[src/shared/fieldbus_io_pkg.sv]
// Purpose: shared constants and carriers for the fieldbus process-image core
// Assumes: one 50 MHz clock, byte-wide parameter and record ports
// Notes:   record byte counts and presets live here so core and store agree
package fieldbus_io_pkg;

  // ==========================================================================
  // Clock and time
  localparam int unsigned CLOCK_HZ       = 50_000_000;
  localparam int unsigned WDOG_TIMEOUT_MS = 100;
  localparam int unsigned WDOG_CYCLES    = (CLOCK_HZ / 1000) * WDOG_TIMEOUT_MS;

  // ==========================================================================
  // Parameter telegram layout
  localparam logic [7:0] PRM_DP_FIRST      = 8'h01;
  localparam logic [7:0] PRM_DP_LAST       = 8'h07;
  localparam logic [7:0] PRM_DPV1_FIRST    = 8'h08;
  localparam logic [7:0] PRM_DPV1_LAST     = 8'h0a;
  localparam logic [7:0] PRM_FALLBACK_MODE = 8'h0b;
  localparam logic [7:0] PRM_CHAN_LEVELS   = 8'h0c;
  localparam logic [7:0] PRM_LAST          = 8'h0c;
  // Bits within DP/V1 byte 8: alarm enable, sync/freeze enables, watchdog enable
  localparam int unsigned DPV1_ALARM_BIT   = 0;
  localparam int unsigned DPV1_SYNC_BIT    = 1;
  localparam int unsigned DPV1_FREEZE_BIT  = 2;
  localparam int unsigned DPV1_WDOG_BIT    = 3;

  // ==========================================================================
  // Reset values
  localparam logic [7:0] FALLBACK_MODE_RST = 8'h00;
  localparam logic [7:0] CHAN_LEVELS_RST   = 8'h00;
  localparam logic       ALARM_EN_RST      = 1'b1;

  // ==========================================================================
  // Status word fields
  localparam int unsigned ST_OUT_SHORT   = 0;
  localparam int unsigned ST_OUT_OVLD    = 1;
  localparam int unsigned ST_ACT_SHORT   = 2;
  localparam int unsigned ST_ACT_UNDERV  = 3;
  localparam int unsigned ST_MOD_OVLD    = 4;
  localparam int unsigned ST_MOD_UNDERV  = 5;
  localparam int unsigned ST_USED_BITS   = 6;

  // ==========================================================================
  // Record store: one flat byte space, records back to back
  localparam int unsigned IM0_BYTES  = 48;
  localparam int unsigned IM1_BYTES  = 54;
  localparam int unsigned IM2_BYTES  = 54;
  localparam int unsigned IM3_BYTES  = 54;
  localparam int unsigned IM_RW_BASE = IM0_BYTES;
  localparam int unsigned IM_BYTES   = IM0_BYTES + IM1_BYTES + IM2_BYTES + IM3_BYTES;
  localparam int unsigned IM2_RSV_LO = IM_RW_BASE + IM1_BYTES + 16;
  localparam int unsigned IM2_RSV_HI = IM2_RSV_LO + 37;
  localparam logic [7:0]  IM_SPACE   = 8'h20;
  // Revision counter position inside the fixed record
  localparam int unsigned IM0_REVCNT = 44;

  typedef enum logic [1:0] {
    FB_ALL_LOW  = 2'b00,
    FB_ALL_HIGH = 2'b01,
    FB_HOLD     = 2'b10,
    FB_CHANNEL  = 2'b11
  } fallback_type;

  // Diagnostic conditions from the supervisors
  typedef struct packed {
    logic over_temp;
    logic sens_surge;
    logic sens_ovld;
    logic act_surge;
    logic act_underv;
    logic act_short;
    logic out_short;
    logic out_ovld;
  } diag_type;

  // Parameter byte write strobe with data
  typedef struct packed {
    logic       valid;
    logic [7:0] index;
    logic [7:0] data;
  } prm_write_type;

  // Record access
  typedef struct packed {
    logic       valid;
    logic       write;
    logic [7:0] addr;
    logic [7:0] data;
  } rec_req_type;

endpackage

[src/fieldbus_io_wdog.sv]
// Purpose: process-data watchdog counter
// Assumes: kick is high for one cycle per process-data write
// Notes:   expiry is sticky until the next kick or disarm
`timescale 1ns/1ps
module fieldbus_io_wdog #(
  parameter int unsigned CYCLES = fieldbus_io_pkg::WDOG_CYCLES
) (
  input  wire logic i_clock,
  input  wire logic i_rst,
  input  wire logic i_enable,
  input  wire logic i_kick,
  output logic      o_expired
);
  import fieldbus_io_pkg::*;

  typedef struct packed {
    logic        armed;
    logic        expired;
    logic [31:0] count;
  } wdog_state_type;

  wdog_state_type s_q;
  wdog_state_type s_d;

  // ==========================================================================
  // Counter: armed by first write, restarted by each later one
  always_comb begin
    s_d = s_q;
    if (!i_enable) begin
      s_d = '0;
    end else if (i_kick) begin
      s_d.armed   = 1'b1;
      s_d.expired = 1'b0;
      s_d.count   = '0;
    end else if (s_q.armed && !s_q.expired) begin
      if (s_q.count >= 32'(CYCLES - 1)) begin
        s_d.expired = 1'b1;
      end else begin
        s_d.count = s_q.count + 32'h0000_0001;
      end
    end
  end

  always_ff @(posedge i_clock or posedge i_rst) begin
    if (i_rst) begin
      s_q <= '0;
    end else begin
      s_q <= s_d;
    end
  end

  assign o_expired = s_q.expired;

  // ==========================================================================
  // Checks
  a_wdog_kick_clears: assert property (@(posedge i_clock) disable iff (i_rst)
    (i_enable && i_kick) |=> !o_expired) else $error("watchdog not cleared by write");

  a_wdog_no_early: assert property (@(posedge i_clock) disable iff (i_rst)
    (i_enable && i_kick) |=> !o_expired [*2]) else $error("watchdog expired too soon");
endmodule

[src/fieldbus_io_records.sv]
// Purpose: identification and maintenance record store
// Assumes: one byte per request; reads answer one cycle later
// Notes:   writes to the fixed record are ignored
`timescale 1ns/1ps
module fieldbus_io_records #(
  parameter logic [15:0] MAKER_CODE = 16'h1234  // Arbitrary value
) (
  input  wire logic                        i_clock,
  input  wire logic                        i_rst,
  input  wire fieldbus_io_pkg::rec_req_type i_req,
  output logic [7:0]                       o_rdata,
  output logic                             o_rvalid
);
  import fieldbus_io_pkg::*;

  typedef struct packed {
    logic [IM_BYTES-IM_RW_BASE-1:0][7:0] rw;
    logic [7:0]                          rdata;
    logic                                rvalid;
  } rec_state_type;

  rec_state_type s_q;
  rec_state_type s_d;
  logic [IM0_BYTES-1:0][7:0] fixed_rec;

  // ==========================================================================
  // fixed record, revision counter zero
  always_comb begin
    fixed_rec    = '0;
    fixed_rec[0] = MAKER_CODE[15:8];
    fixed_rec[1] = MAKER_CODE[7:0];
    fixed_rec[IM0_REVCNT]   = 8'h00;
    fixed_rec[IM0_REVCNT+1] = 8'h00;
  end

  // ==========================================================================
  // writable records; reads mux fixed or writable
  always_comb begin
    s_d        = s_q;
    s_d.rvalid = i_req.valid && !i_req.write;
    if (i_req.valid && !i_req.write) begin
      if (i_req.addr < 8'(IM_RW_BASE)) begin
        s_d.rdata = fixed_rec[i_req.addr];
      end else if (i_req.addr < 8'(IM_BYTES)) begin
        s_d.rdata = s_q.rw[i_req.addr - 8'(IM_RW_BASE)];
      end else begin
        s_d.rdata = 8'h00;
      end
    end
    if (i_req.valid && i_req.write && i_req.addr >= 8'(IM_RW_BASE) && i_req.addr < 8'(IM_BYTES)) begin
      s_d.rw[i_req.addr - 8'(IM_RW_BASE)] = i_req.data;
    end
  end

  // Presets: text fields spaces, reserved area zero
  always_ff @(posedge i_clock or posedge i_rst) begin
    if (i_rst) begin
      for (int i = 0; i < IM_BYTES - IM_RW_BASE; i++) begin
        s_q.rw[i] <= ((i + IM_RW_BASE) >= IM2_RSV_LO && (i + IM_RW_BASE) <= IM2_RSV_HI) ? 8'h00 : IM_SPACE;
      end
      s_q.rdata  <= 8'h00;
      s_q.rvalid <= 1'b0;
    end else begin
      s_q <= s_d;
    end
  end

  assign o_rdata  = s_q.rdata;
  assign o_rvalid = s_q.rvalid;

  a_rec_read_ack: assert property (@(posedge i_clock) disable iff (i_rst)
    (i_req.valid && !i_req.write) |=> o_rvalid) else $error("record read not answered");
endmodule

[src/fieldbus_io_process_image.sv]
// Purpose: process-data core of a fieldbus slave, 8 inputs and 4 outputs
// Assumes: protocol engine delivers decoded strobes synchronous to i_clock
// Notes:   alarm strobes last one cycle, raised at diagnostic edges
`timescale 1ns/1ps

// Notes on behaviour
// - Input n+1 reported in input bit n
// - Output bits 3..0 drive outputs 1..4
// - Status word 32 bits, top reserved zero
// - Status bits 0..5 flag supply/output faults
// - Byte 11 bits 1:0 pick fallback mode
// - Byte 12 bits 0..3 per-channel fallback
// - Telegram layout: DP, DP/V1, module bytes
// - Fixed identification record, counter zero
// - Writable records preset to spaces/zero
// - Sync/freeze only when parameter-enabled
// - Sync latches outputs until next sync
// - Freeze latches inputs until next freeze
// - Alarms enabled by default, parameter disables
// - Incoming alarm at first set, outgoing when all clear
// - Group fault lit while any diagnostic
// - Eight diagnostic conditions generated
// - Watchdog starts/restarts with process writes
// - Process reads never restart watchdog
// - Timeout forces fallback, lights bus fault
// - Bus failure forces parameterized fallback
module fieldbus_io_process_image #(
  parameter int unsigned   WDOG_CYCLES = fieldbus_io_pkg::WDOG_CYCLES,
  parameter logic [15:0]   MAKER_CODE  = 16'h1234  // Arbitrary value
) (
  input  wire logic                           i_clock,
  input  wire logic                           i_rst,
  input  wire logic [7:0]                     i_digital_input_pin,
  output logic      [3:0]                     o_digital_output_pin,
  input  wire logic                           i_out_write,
  input  wire logic [7:0]                     i_out_data,
  input  wire logic                           i_in_read,
  output logic      [7:0]                     o_input_image_byte,
  output logic      [7:0]                     o_output_image_byte,
  input  wire fieldbus_io_pkg::prm_write_type i_prm,
  input  wire logic                           i_sync,
  input  wire logic                           i_unsync,
  input  wire logic                           i_freeze,
  input  wire logic                           i_unfreeze,
  input  wire logic                           i_bus_ok,
  input  wire logic                           i_data_valid,
  input  wire fieldbus_io_pkg::diag_type      i_diag,
  input  wire logic                           i_mod_ovld,
  input  wire logic                           i_mod_underv,
  output logic      [31:0]                    o_module_status_word,
  output logic                                o_alarm_incoming,
  output logic                                o_alarm_outgoing,
  output logic                                o_group_fault_indicator,
  output logic                                o_bus_fault_indicator,
  input  wire fieldbus_io_pkg::rec_req_type   i_rec,
  output logic      [7:0]                     o_rec_rdata,
  output logic                                o_rec_rvalid
);
  import fieldbus_io_pkg::*;

  typedef struct packed {
    logic [7:0] fallback_behaviour_param;
    logic [7:0] channel_fallback_levels_param;
    logic       alarm_en;
    logic       sync_en;
    logic       freeze_en;
    logic       wdog_en;
    logic       sync_mode;
    logic       freeze_mode;
    logic [7:0] output_image_byte;
    logic [7:0] input_image_byte;
    logic [3:0] outputs;
    logic [3:0] applied;
    diag_type   diag;
    logic       alarm_in;
    logic       alarm_out;
    logic [31:0] status;
  } core_state_type;

  core_state_type s_q;
  core_state_type s_d;
  logic           wdog_expired;
  logic           fault;
  logic [3:0]     fallback_val;
  fallback_type   fb_mode;

  // ==========================================================================
  // Watchdog, kicked by writes only
  // reads not wired to the kick
  fieldbus_io_wdog #(
    .CYCLES (WDOG_CYCLES)
  ) u_wdog (
    .i_clock   (i_clock),
    .i_rst     (i_rst),
    .i_enable  (s_q.wdog_en),
    .i_kick    (i_out_write),
    .o_expired (wdog_expired)
  );

  // ==========================================================================
  // Record store
  fieldbus_io_records #(
    .MAKER_CODE (MAKER_CODE)
  ) u_records (
    .i_clock  (i_clock),
    .i_rst    (i_rst),
    .i_req    (i_rec),
    .o_rdata  (o_rec_rdata),
    .o_rvalid (o_rec_rvalid)
  );

  // ==========================================================================
  // Fallback value select
  // mode from byte 11
  assign fb_mode = fallback_type'(s_q.fallback_behaviour_param[1:0]);
  // Fault is combinational: pins fall back in the cycle the bus is lost
  // fault also covers lost bus and invalid data
  assign fault   = wdog_expired || !i_bus_ok || !i_data_valid;

  always_comb begin
    unique case (fb_mode)
      FB_ALL_LOW:  fallback_val = 4'h0;
      FB_ALL_HIGH: fallback_val = 4'hf;
      FB_HOLD:     fallback_val = s_q.applied;
      FB_CHANNEL:  fallback_val = s_q.channel_fallback_levels_param[3:0];
    endcase
  end

  // ==========================================================================
  // Next state
  always_comb begin
    s_d = s_q;
    // module bytes at 11 and 12, DP/V1 flags at 8
    if (i_prm.valid) begin
      if (i_prm.index == PRM_FALLBACK_MODE) begin
        s_d.fallback_behaviour_param = i_prm.data;
      end
      if (i_prm.index == PRM_CHAN_LEVELS) begin
        s_d.channel_fallback_levels_param = i_prm.data;
      end
      if (i_prm.index == PRM_DPV1_FIRST) begin
        s_d.alarm_en  = i_prm.data[DPV1_ALARM_BIT];
        s_d.sync_en   = i_prm.data[DPV1_SYNC_BIT];
        s_d.freeze_en = i_prm.data[DPV1_FREEZE_BIT];
        s_d.wdog_en   = i_prm.data[DPV1_WDOG_BIT];
      end
    end
    // Sync and freeze mode entry and exit
    if (i_sync && s_q.sync_en) begin
      s_d.sync_mode = 1'b1;
    end else if (i_unsync) begin
      s_d.sync_mode = 1'b0;
    end
    if (i_freeze && s_q.freeze_en) begin
      s_d.freeze_mode = 1'b1;
    end else if (i_unfreeze) begin
      s_d.freeze_mode = 1'b0;
    end
    // Dropping an enable also leaves its mode, so no stale latch remains
    if (!s_d.sync_en) begin
      s_d.sync_mode = 1'b0;
    end
    if (!s_d.freeze_en) begin
      s_d.freeze_mode = 1'b0;
    end
    // Output image written by master
    if (i_out_write) begin
      s_d.output_image_byte = i_out_data;
    end
    // freeze captures inputs; else track live
    if (!s_q.freeze_mode || (i_freeze && s_q.freeze_en)) begin
      s_d.input_image_byte = i_digital_input_pin;
    end
    // sync transfers outputs; else follow image
    if (!s_q.sync_mode || (i_sync && s_q.sync_en)) begin
      s_d.outputs = s_q.output_image_byte[3:0];
    end
    // Remember last level actually driven while healthy
    // Take the updated level, so a fault just after an update holds it
    if (!fault) begin
      s_d.applied = s_d.outputs;
    end
    s_d.diag      = i_diag;
    s_d.alarm_in  = s_q.alarm_en && (s_q.diag == '0) && (i_diag != '0);
    s_d.alarm_out = s_q.alarm_en && (s_q.diag != '0) && (i_diag == '0);
    s_d.status                = '0;
    s_d.status[ST_OUT_SHORT]  = i_diag.out_short;
    s_d.status[ST_OUT_OVLD]   = i_diag.out_ovld;
    s_d.status[ST_ACT_SHORT]  = i_diag.act_short;
    s_d.status[ST_ACT_UNDERV] = i_diag.act_underv;
    s_d.status[ST_MOD_OVLD]   = i_mod_ovld;
    s_d.status[ST_MOD_UNDERV] = i_mod_underv;
  end

  always_ff @(posedge i_clock or posedge i_rst) begin
    if (i_rst) begin
      s_q                               <= '0;
      s_q.fallback_behaviour_param      <= FALLBACK_MODE_RST;
      s_q.channel_fallback_levels_param <= CHAN_LEVELS_RST;
      s_q.alarm_en                      <= ALARM_EN_RST;
    end else begin
      s_q <= s_d;
    end
  end

  // ==========================================================================
  // Outputs
  // fallback during fault
  assign o_digital_output_pin    = fault ? fallback_val : s_q.outputs;
  assign o_input_image_byte      = s_q.input_image_byte;
  assign o_output_image_byte     = s_q.output_image_byte;
  assign o_module_status_word    = s_q.status;
  assign o_alarm_incoming        = s_q.alarm_in;
  assign o_alarm_outgoing        = s_q.alarm_out;
  assign o_group_fault_indicator = (s_q.diag != '0);
  // bus fault at timeout or lost bus
  assign o_bus_fault_indicator   = fault;

  // ==========================================================================
  // Checks
  // mapping and status
  a_input_map: assert property (@(posedge i_clock) disable iff (i_rst)
    !s_q.freeze_mode |=> o_input_image_byte == $past(i_digital_input_pin))
    else $error("input map wrong");
  a_out_map: assert property (@(posedge i_clock) disable iff (i_rst)
    (!s_q.sync_mode && !i_sync) |=> s_q.outputs == $past(s_q.output_image_byte[3:0]))
    else $error("output map wrong");
  a_status_rsv: assert property (@(posedge i_clock) disable iff (i_rst)
    o_module_status_word[31:ST_USED_BITS] == '0)
    else $error("reserved status bits set");
  a_status_short: assert property (@(posedge i_clock) disable iff (i_rst)
    i_diag.out_short |=> o_module_status_word[ST_OUT_SHORT])
    else $error("short not flagged");
  a_status_supply: assert property (@(posedge i_clock) disable iff (i_rst)
    i_mod_underv |=> o_module_status_word[ST_MOD_UNDERV])
    else $error("supply undervoltage not flagged");

  a_fault_low: assert property (@(posedge i_clock) disable iff (i_rst)
    (fault && fb_mode == FB_ALL_LOW) |-> o_digital_output_pin == 4'h0)
    else $error("fallback low wrong");
  a_fault_high: assert property (@(posedge i_clock) disable iff (i_rst)
    (fault && fb_mode == FB_ALL_HIGH) |-> o_digital_output_pin == 4'hf)
    else $error("fallback high wrong");
  a_fault_chan: assert property (@(posedge i_clock) disable iff (i_rst)
    (fault && fb_mode == FB_CHANNEL) |-> o_digital_output_pin == s_q.channel_fallback_levels_param[3:0])
    else $error("channel fallback wrong");
  a_hold_last: assert property (@(posedge i_clock) disable iff (i_rst)
    (fault && $past(fault) && fb_mode == FB_HOLD && $past(fb_mode) == FB_HOLD) |-> $stable(o_digital_output_pin))
    else $error("held level moved");

  a_sync_gate: assert property (@(posedge i_clock) disable iff (i_rst)
    !s_q.sync_en |-> !s_q.sync_mode)
    else $error("sync mode while disabled");
  a_sync_hold: assert property (@(posedge i_clock) disable iff (i_rst)
    (s_q.sync_mode && !i_sync && !i_unsync && s_q.sync_en && !i_prm.valid) |=> $stable(s_q.outputs))
    else $error("outputs moved in sync");
  a_freeze_hold: assert property (@(posedge i_clock) disable iff (i_rst)
    (s_q.freeze_mode && !i_freeze && !i_unfreeze && s_q.freeze_en && !i_prm.valid) |=> $stable(o_input_image_byte))
    else $error("inputs moved in freeze");

  a_alarm_gate: assert property (@(posedge i_clock) disable iff (i_rst)
    !s_q.alarm_en |=> !o_alarm_incoming && !o_alarm_outgoing)
    else $error("alarm while disabled");
  a_alarm_in: assert property (@(posedge i_clock) disable iff (i_rst)
    (s_q.alarm_en && s_q.diag == '0 && i_diag != '0) |=> o_alarm_incoming)
    else $error("incoming alarm missing");
  a_alarm_out: assert property (@(posedge i_clock) disable iff (i_rst)
    (s_q.alarm_en && s_q.diag != '0 && i_diag == '0) |=> o_alarm_outgoing)
    else $error("outgoing alarm missing");
  a_group_fault: assert property (@(posedge i_clock) disable iff (i_rst)
    (i_diag != '0) |=> o_group_fault_indicator)
    else $error("group fault not lit");
  a_group_clear: assert property (@(posedge i_clock) disable iff (i_rst)
    (i_diag == '0) |=> !o_group_fault_indicator)
    else $error("group fault stuck");

  a_read_no_kick: assert property (@(posedge i_clock) disable iff (i_rst)
    (wdog_expired && i_in_read && !i_out_write && s_q.wdog_en) |=> wdog_expired)
    else $error("read restarted watchdog");
  a_bus_fault: assert property (@(posedge i_clock) disable iff (i_rst)
    wdog_expired |-> o_bus_fault_indicator)
    else $error("bus fault not shown");
  a_bus_lost: assert property (@(posedge i_clock) disable iff (i_rst)
    (!i_bus_ok || !i_data_valid) |-> o_digital_output_pin == fallback_val)
    else $error("bus loss not falling back");

  // Main scenarios reached
  c_sync: cover property (@(posedge i_clock) i_sync && s_q.sync_en);
  c_freeze: cover property (@(posedge i_clock) i_freeze && s_q.freeze_en);
  c_timeout: cover property (@(posedge i_clock) $rose(wdog_expired));
  c_alarm: cover property (@(posedge i_clock) o_alarm_incoming);
  c_hold: cover property (@(posedge i_clock) fault && fb_mode == FB_HOLD);
endmodule

[config.mk]
export PLATFORM = sky130hd
export DESIGN_NAME = fieldbus_io_process_image
export DESIGN_NICKNAME = d
export VERILOG_FILES = /design/src/shared/fieldbus_io_pkg.sv /design/src/fieldbus_io_wdog.sv /design/src/fieldbus_io_records.sv /design/src/fieldbus_io_process_image.sv
export SDC_FILE = /design/constraint.sdc
export NUM_CORES = 2
export LEC_CHECK = 0
export ABC_CLOCK_PERIOD_IN_PS = 42600
export BUFFER_PORTS_ARGS = -buffer_cell sky130_fd_sc_hd__buf_4
export CAP_MARGIN = 20
export CELL_PAD_IN_SITES_DETAIL_PLACEMENT = 0
export CELL_PAD_IN_SITES_GLOBAL_PLACEMENT = 1
export CORE_MARGIN = 3
export CORE_UTILIZATION = 27
export DETAILED_ROUTE_END_ITERATION = 12
export GPL_TIMING_DRIVEN = 1
export HOLD_SLACK_MARGIN = 0.02
export PLACE_DENSITY_LB_ADDON = 0.1
export REMOVE_ABC_BUFFERS = 1
export SLEW_MARGIN = 30
export SYNTH_ARGS = -nofsm -noshare
export SYNTH_HDL_FRONTEND = slang
export SYNTH_HIERARCHICAL = 1
export SYNTH_SLANG_ARGS = --single-unit
[constraint.sdc]
create_clock -name i_clock -period 42.6 [get_ports i_clock]
set_input_delay 4.26 -clock i_clock [delete_from_list [all_inputs] [get_ports i_clock]]
set_output_delay 4.26 -clock i_clock [all_outputs]
set_load 0.01 [all_outputs]
==> summary.txt <==
Power
  – Share of total power in sequential cells: 0.445
  – Total internal power: 2310 µW
  – Power density cells: 40.9 nW/µm²
  – Total leakage power: 0.0345 µW
  – Share of total power in combinational logic: 0.067
  – Largest voltage drop on the vdd net: 0.0324 mV
  – Proportion of total power due to net switching: 0.249
  – Net switching power figure: 763 µW
  – Power, Total: 3070 µW
  – Portion of total power attributed to the clock network: 0.488

Detailed routing
  – Initial DRT Pass Iterations: 5
  – Detailed-route wire length: 219000 µm
  – Routed vias/inst: 4.95
  – Iteration-0 DRC Markers: 2261
  – Number of remaining DRC errors: 0
  – Total via count in the routed design: 37900
  – Final ANT Viol Nets: 0
  – Average wire per cell in the routed design: 28.5 µm

Floorplan
  – Die Span Y: 497 µm
  – Core Rows: 179
  – Die Span X: 497 µm
  – Starting density of the core: 0.273
  – Die Area: 247000 µm²
  – Core area: 239000 µm²
  – Total I/O pin count: 136

Worst setup path
  – Maximum fanout along the worst path: 13
  – Signal arrival time at the worst endpoint: 5.31 ns
  – Cell with the most instances on the worst path: sky130_fd_sc_hd__buf_4
  – Path depth of the worst reg2reg path: 7
  – R2r startpoint: u_records/s_q[291]$_DFFE_PP0P_
  – Critical path data required time: 38.34 ns
  – Cells along the critical path: buf_4, and3b_1, o31ai_1, buf_4
  – Critical-path top delay cell: sky130_fd_sc_hd__o31ai_1
  – Crit path buffers/inverters: 2
  – Crit-path max cell delay: 0.41 ns
  – RR Endpoint: u_records/o_rdata[2]$_DFFE_PP0P_
  – Type of destination of the critical path: primary output
  – Critical path's top delay family: compound AO/OA/AOI/OAI gates
  – Worst setup slack for register-to-register paths: 39.58 ns
  – Type of the worst setup path: input port to primary output
  – Kind of start point of the critical path: input port

Synthesis
  – FF+latch count, synth: 1387
  – Netlist area before placement: 65200 µm²
  – Post-synthesis average cell area: 15.2 µm²
  – Top-count cell post-synth: sky130_fd_sc_hd__dfrtp_1
  – Number of different library cells in the post-synthesis netlist: 83
  – Synth area leaders: sky130_fd_sc_hd__dfrtp_1 48%, sky130_fd_sc_hd__mux2_2 20%, sky130_fd_sc_hd__mux4_2 10%
  – Number of enable-type register cells in the synthesized netlist: 0
  – Count of warnings emitted by yosys: 6
  – Post-synthesis share of cell area spent on and, or, nand and nor gates: 0.0454
  – Area fraction of the dominant cell type after synthesis: 0.485
  – Complex-gate fraction of the synthesized area: 0.0330
  – Async SR Flop Fraction: 1.00
  – Primary flip-flop cell chosen by synthesis mapping: sky130_fd_sc_hd__dfrtp_1
  – XOR/XNOR share of the synthesized area: 0.000269
  – Combinational family with the most area after synthesis: multiplexers
  – Mux share of post-synthesis cell area: 0.357
  – Synthesized instance count: 4295
  – Most area-hungry cell type in the Yosys netlist: sky130_fd_sc_hd__dfrtp_1
  – Most instantiated cells after synthesis: 1262 x sky130_fd_sc_hd__dfrtp_1, 1174 x sky130_fd_sc_hd__mux2_2, 288 x sky130_fd_sc_hd__mux4_2, 207 x sky130_fd_sc_hd__clkbuf_1, 160 x sky130_fd_sc_hd__mux2_4
  – Post-Synth Adder-Cell Area: 0.00134
  – Sequential-to-total area share from yosys stat: 0.535

GRT
  – Global-route wire length before repair: 316000 µm
  – Total GRT Usage: 0.175
  – Largest net degree at the start of global routing: 152
  – Initial antenna violation count: 17
  – Number of global-route vias before repair: 40100
  – Final global-route overflow total: 0

Finish
  – Final nets: 4411
  – Share of final-layout standard cells stronger than drive strength 1: 0.530
  – Layout area overhead: 15.1%

Placement
  – Final weighted congestion in routability-driven placement: 0.755
  – HPWL after DPL: 137000 µm
  – Port-buffer cells: 104

Clock tree
  – CTS H-Tree Depth: 4
  – Root buffer selected by CTS: sky130_fd_sc_hd__clkbuf_16
  – Clock slew seen by the registers of the worst setup and hold paths: 0.05 ns
  – Clock tree from TritonCTS: done
  – Clk_lat worst skew: 0.80 ns
  – CTS Buf Count: 175
  – Clock sink total: 1387
  – Post-cts gate resize count: 0
  – Bufs on Longest Clock Path: 3
  – Hold buffer count at cts: 0
  – Number of buffers inserted by post-CTS setup repair: 0

STA
  – Peak clock frequency supported by timing: 105 MHz
  – Setup_tns: 0 ns
  – Number of slew-limit violations in the final report: 0
  – Pin slew with the least headroom to its limit: 1.11 ns
  – Post-route fraction of the period consumed by the critical path: 0.225
  – Count of endpoints failing hold in the final timing report: 0
  – Time the final worst path needs with I/O delays and setup: 9.57 ns
  – Unrepaired setup endpoints after global routing: false
  – Final setup vio count: 0
  – Rel. slew slack: 0.258
  – Worst clock skew: 0.0300 ns

Hold path
  – Hold Path End: u_wdog/s_q[25]$_DFFE_PP0P_
  – Path class of the lowest-slack min-delay path: flip-flop to flip-flop
  – Worst hold stages: 1
  – Source of the worst hold timing path: u_wdog/s_q[25]$_DFFE_PP0P_

Job
  – Max-cap viol count: 0

Run status
  – Result of the run: finished, final reports clean
[worst reg2reg max path: stages, from the launching register on]
cell                       delay, ns
sky130_fd_sc_hd__dfrtp_1        0.38
sky130_fd_sc_hd__mux4_2         0.50
sky130_fd_sc_hd__mux2i_1        0.23
sky130_fd_sc_hd__o21ai_0        0.18
sky130_fd_sc_hd__a311oi_1       0.56
sky130_fd_sc_hd__nor4_1         0.27
sky130_fd_sc_hd__nor4_1         0.61
sky130_fd_sc_hd__a31oi_1        0.16
[cells by family after synthesis]
logic type	after synthesis
mux	1734
flops	1387
simple gates	482
buf+inv	378
compound gates	304
fa+ha+maj	7
xor+xnor	2
other cells	1
[layout by cell type (no fill, tap or decap), drive strengths merged, types with 26 or more instances in the layout]
cell	synthesis	layout
a22oi	39	39
a21oi	59	59
mux2	1339	1339
conb	1	26
dfrtp	1262	1262
clkbuf	207	281
nand2	188	188
dfstp	125	125
o21ai	34	34
buf	153	196
nor2	124	124
mux2i	107	107
mux4	288	288
[state kept, by name, indices dropped and copies added (netlist names)]
register,flops
fb_mode,2
o_alarm_outgoing,1
o_alarm_incoming,1
u_wdog/o_expired,1
o_input_image_byte,8
o_module_status_word,6
u_records/o_rvalid,1
u_records/o_rdata,8
s_q,22
o_output_image_byte,8
u_wdog/s_q,33
u_records/s_q,1296
[power groups by stage]
stage / Combinational [µW] / Sequential (µW) / Clock, µW
floorplan: 94.7 / 1390 / 0
global placement: 210 / 1390 / 0
detailed placement: 212 / 1390 / 0
CTS: 212 / 1370 / 1560
global route: 223 / 1370 / 1610
finish: 205 / 1370 / 1500
[per-layer routing]
layer,track usage,up-vias,wire length (µm)
met3,0.0241,233,7290
met2,0.280,605,103000
li1,-,16100,-
met4,0.0393,0,4430
met1,0.251,20900,104000
met5,0,-,0
[per-stage QoR]
step | setup slack (ns) | util | hold WS (ns) | cell area [µm²] | std cells
floorplan | 1.76 | - | 0.453 | 63500 | 3960
global placement | 33.02 | 0.289 | 0.464 | 69000 | 7315
detailed placement | 33.06 | 0.290 | 0.473 | 69200 | 7322
CTS | 33.05 | 0.314 | 0.486 | 75000 | 7647
global route | 32.96 | 0.314 | 0.504 | 75000 | 7651
finish | 33.03 | 0.314 | 0.481 | 75000 | 7655
[worst max path at each step]
stage / slack (ns) / endpoint / cells after the start / from
2_1_floorplan: 1.76 / u_records/o_rdata[0]$_DFFE_PP0P_ / 1 / i_rst
4_1_cts: 33.05 / o_digital_output_pin[3] / 4 / i_data_valid
5_1_grt: 32.96 / o_digital_output_pin[3] / 5 / i_data_valid
3_5_place_dp: 33.06 / o_digital_output_pin[3] / 4 / i_data_valid
6_report: 33.03 / o_digital_output_pin[3] / 4 / i_data_valid
3_3_place_gp: 33.02 / o_digital_output_pin[3] / 4 / i_data_valid
[layout make-up]
| cell class | count | area (µm²) |
|---|---|---|
| diodes | 7 | 17.5 |
| clock buffers | 281 | 5190 |
| clock inverters | 44 | 558 |
| fillers | 23700 | 164000 |
| inverters | 18 | 78.8 |
| multi-input cells | 2555 | 28600 |
| flip-flops and latches | 1387 | 34900 |
| well taps | 3167 | 3960 |
| repair buffers | 196 | 1730 |
Power figures use the tool's default switching activity.
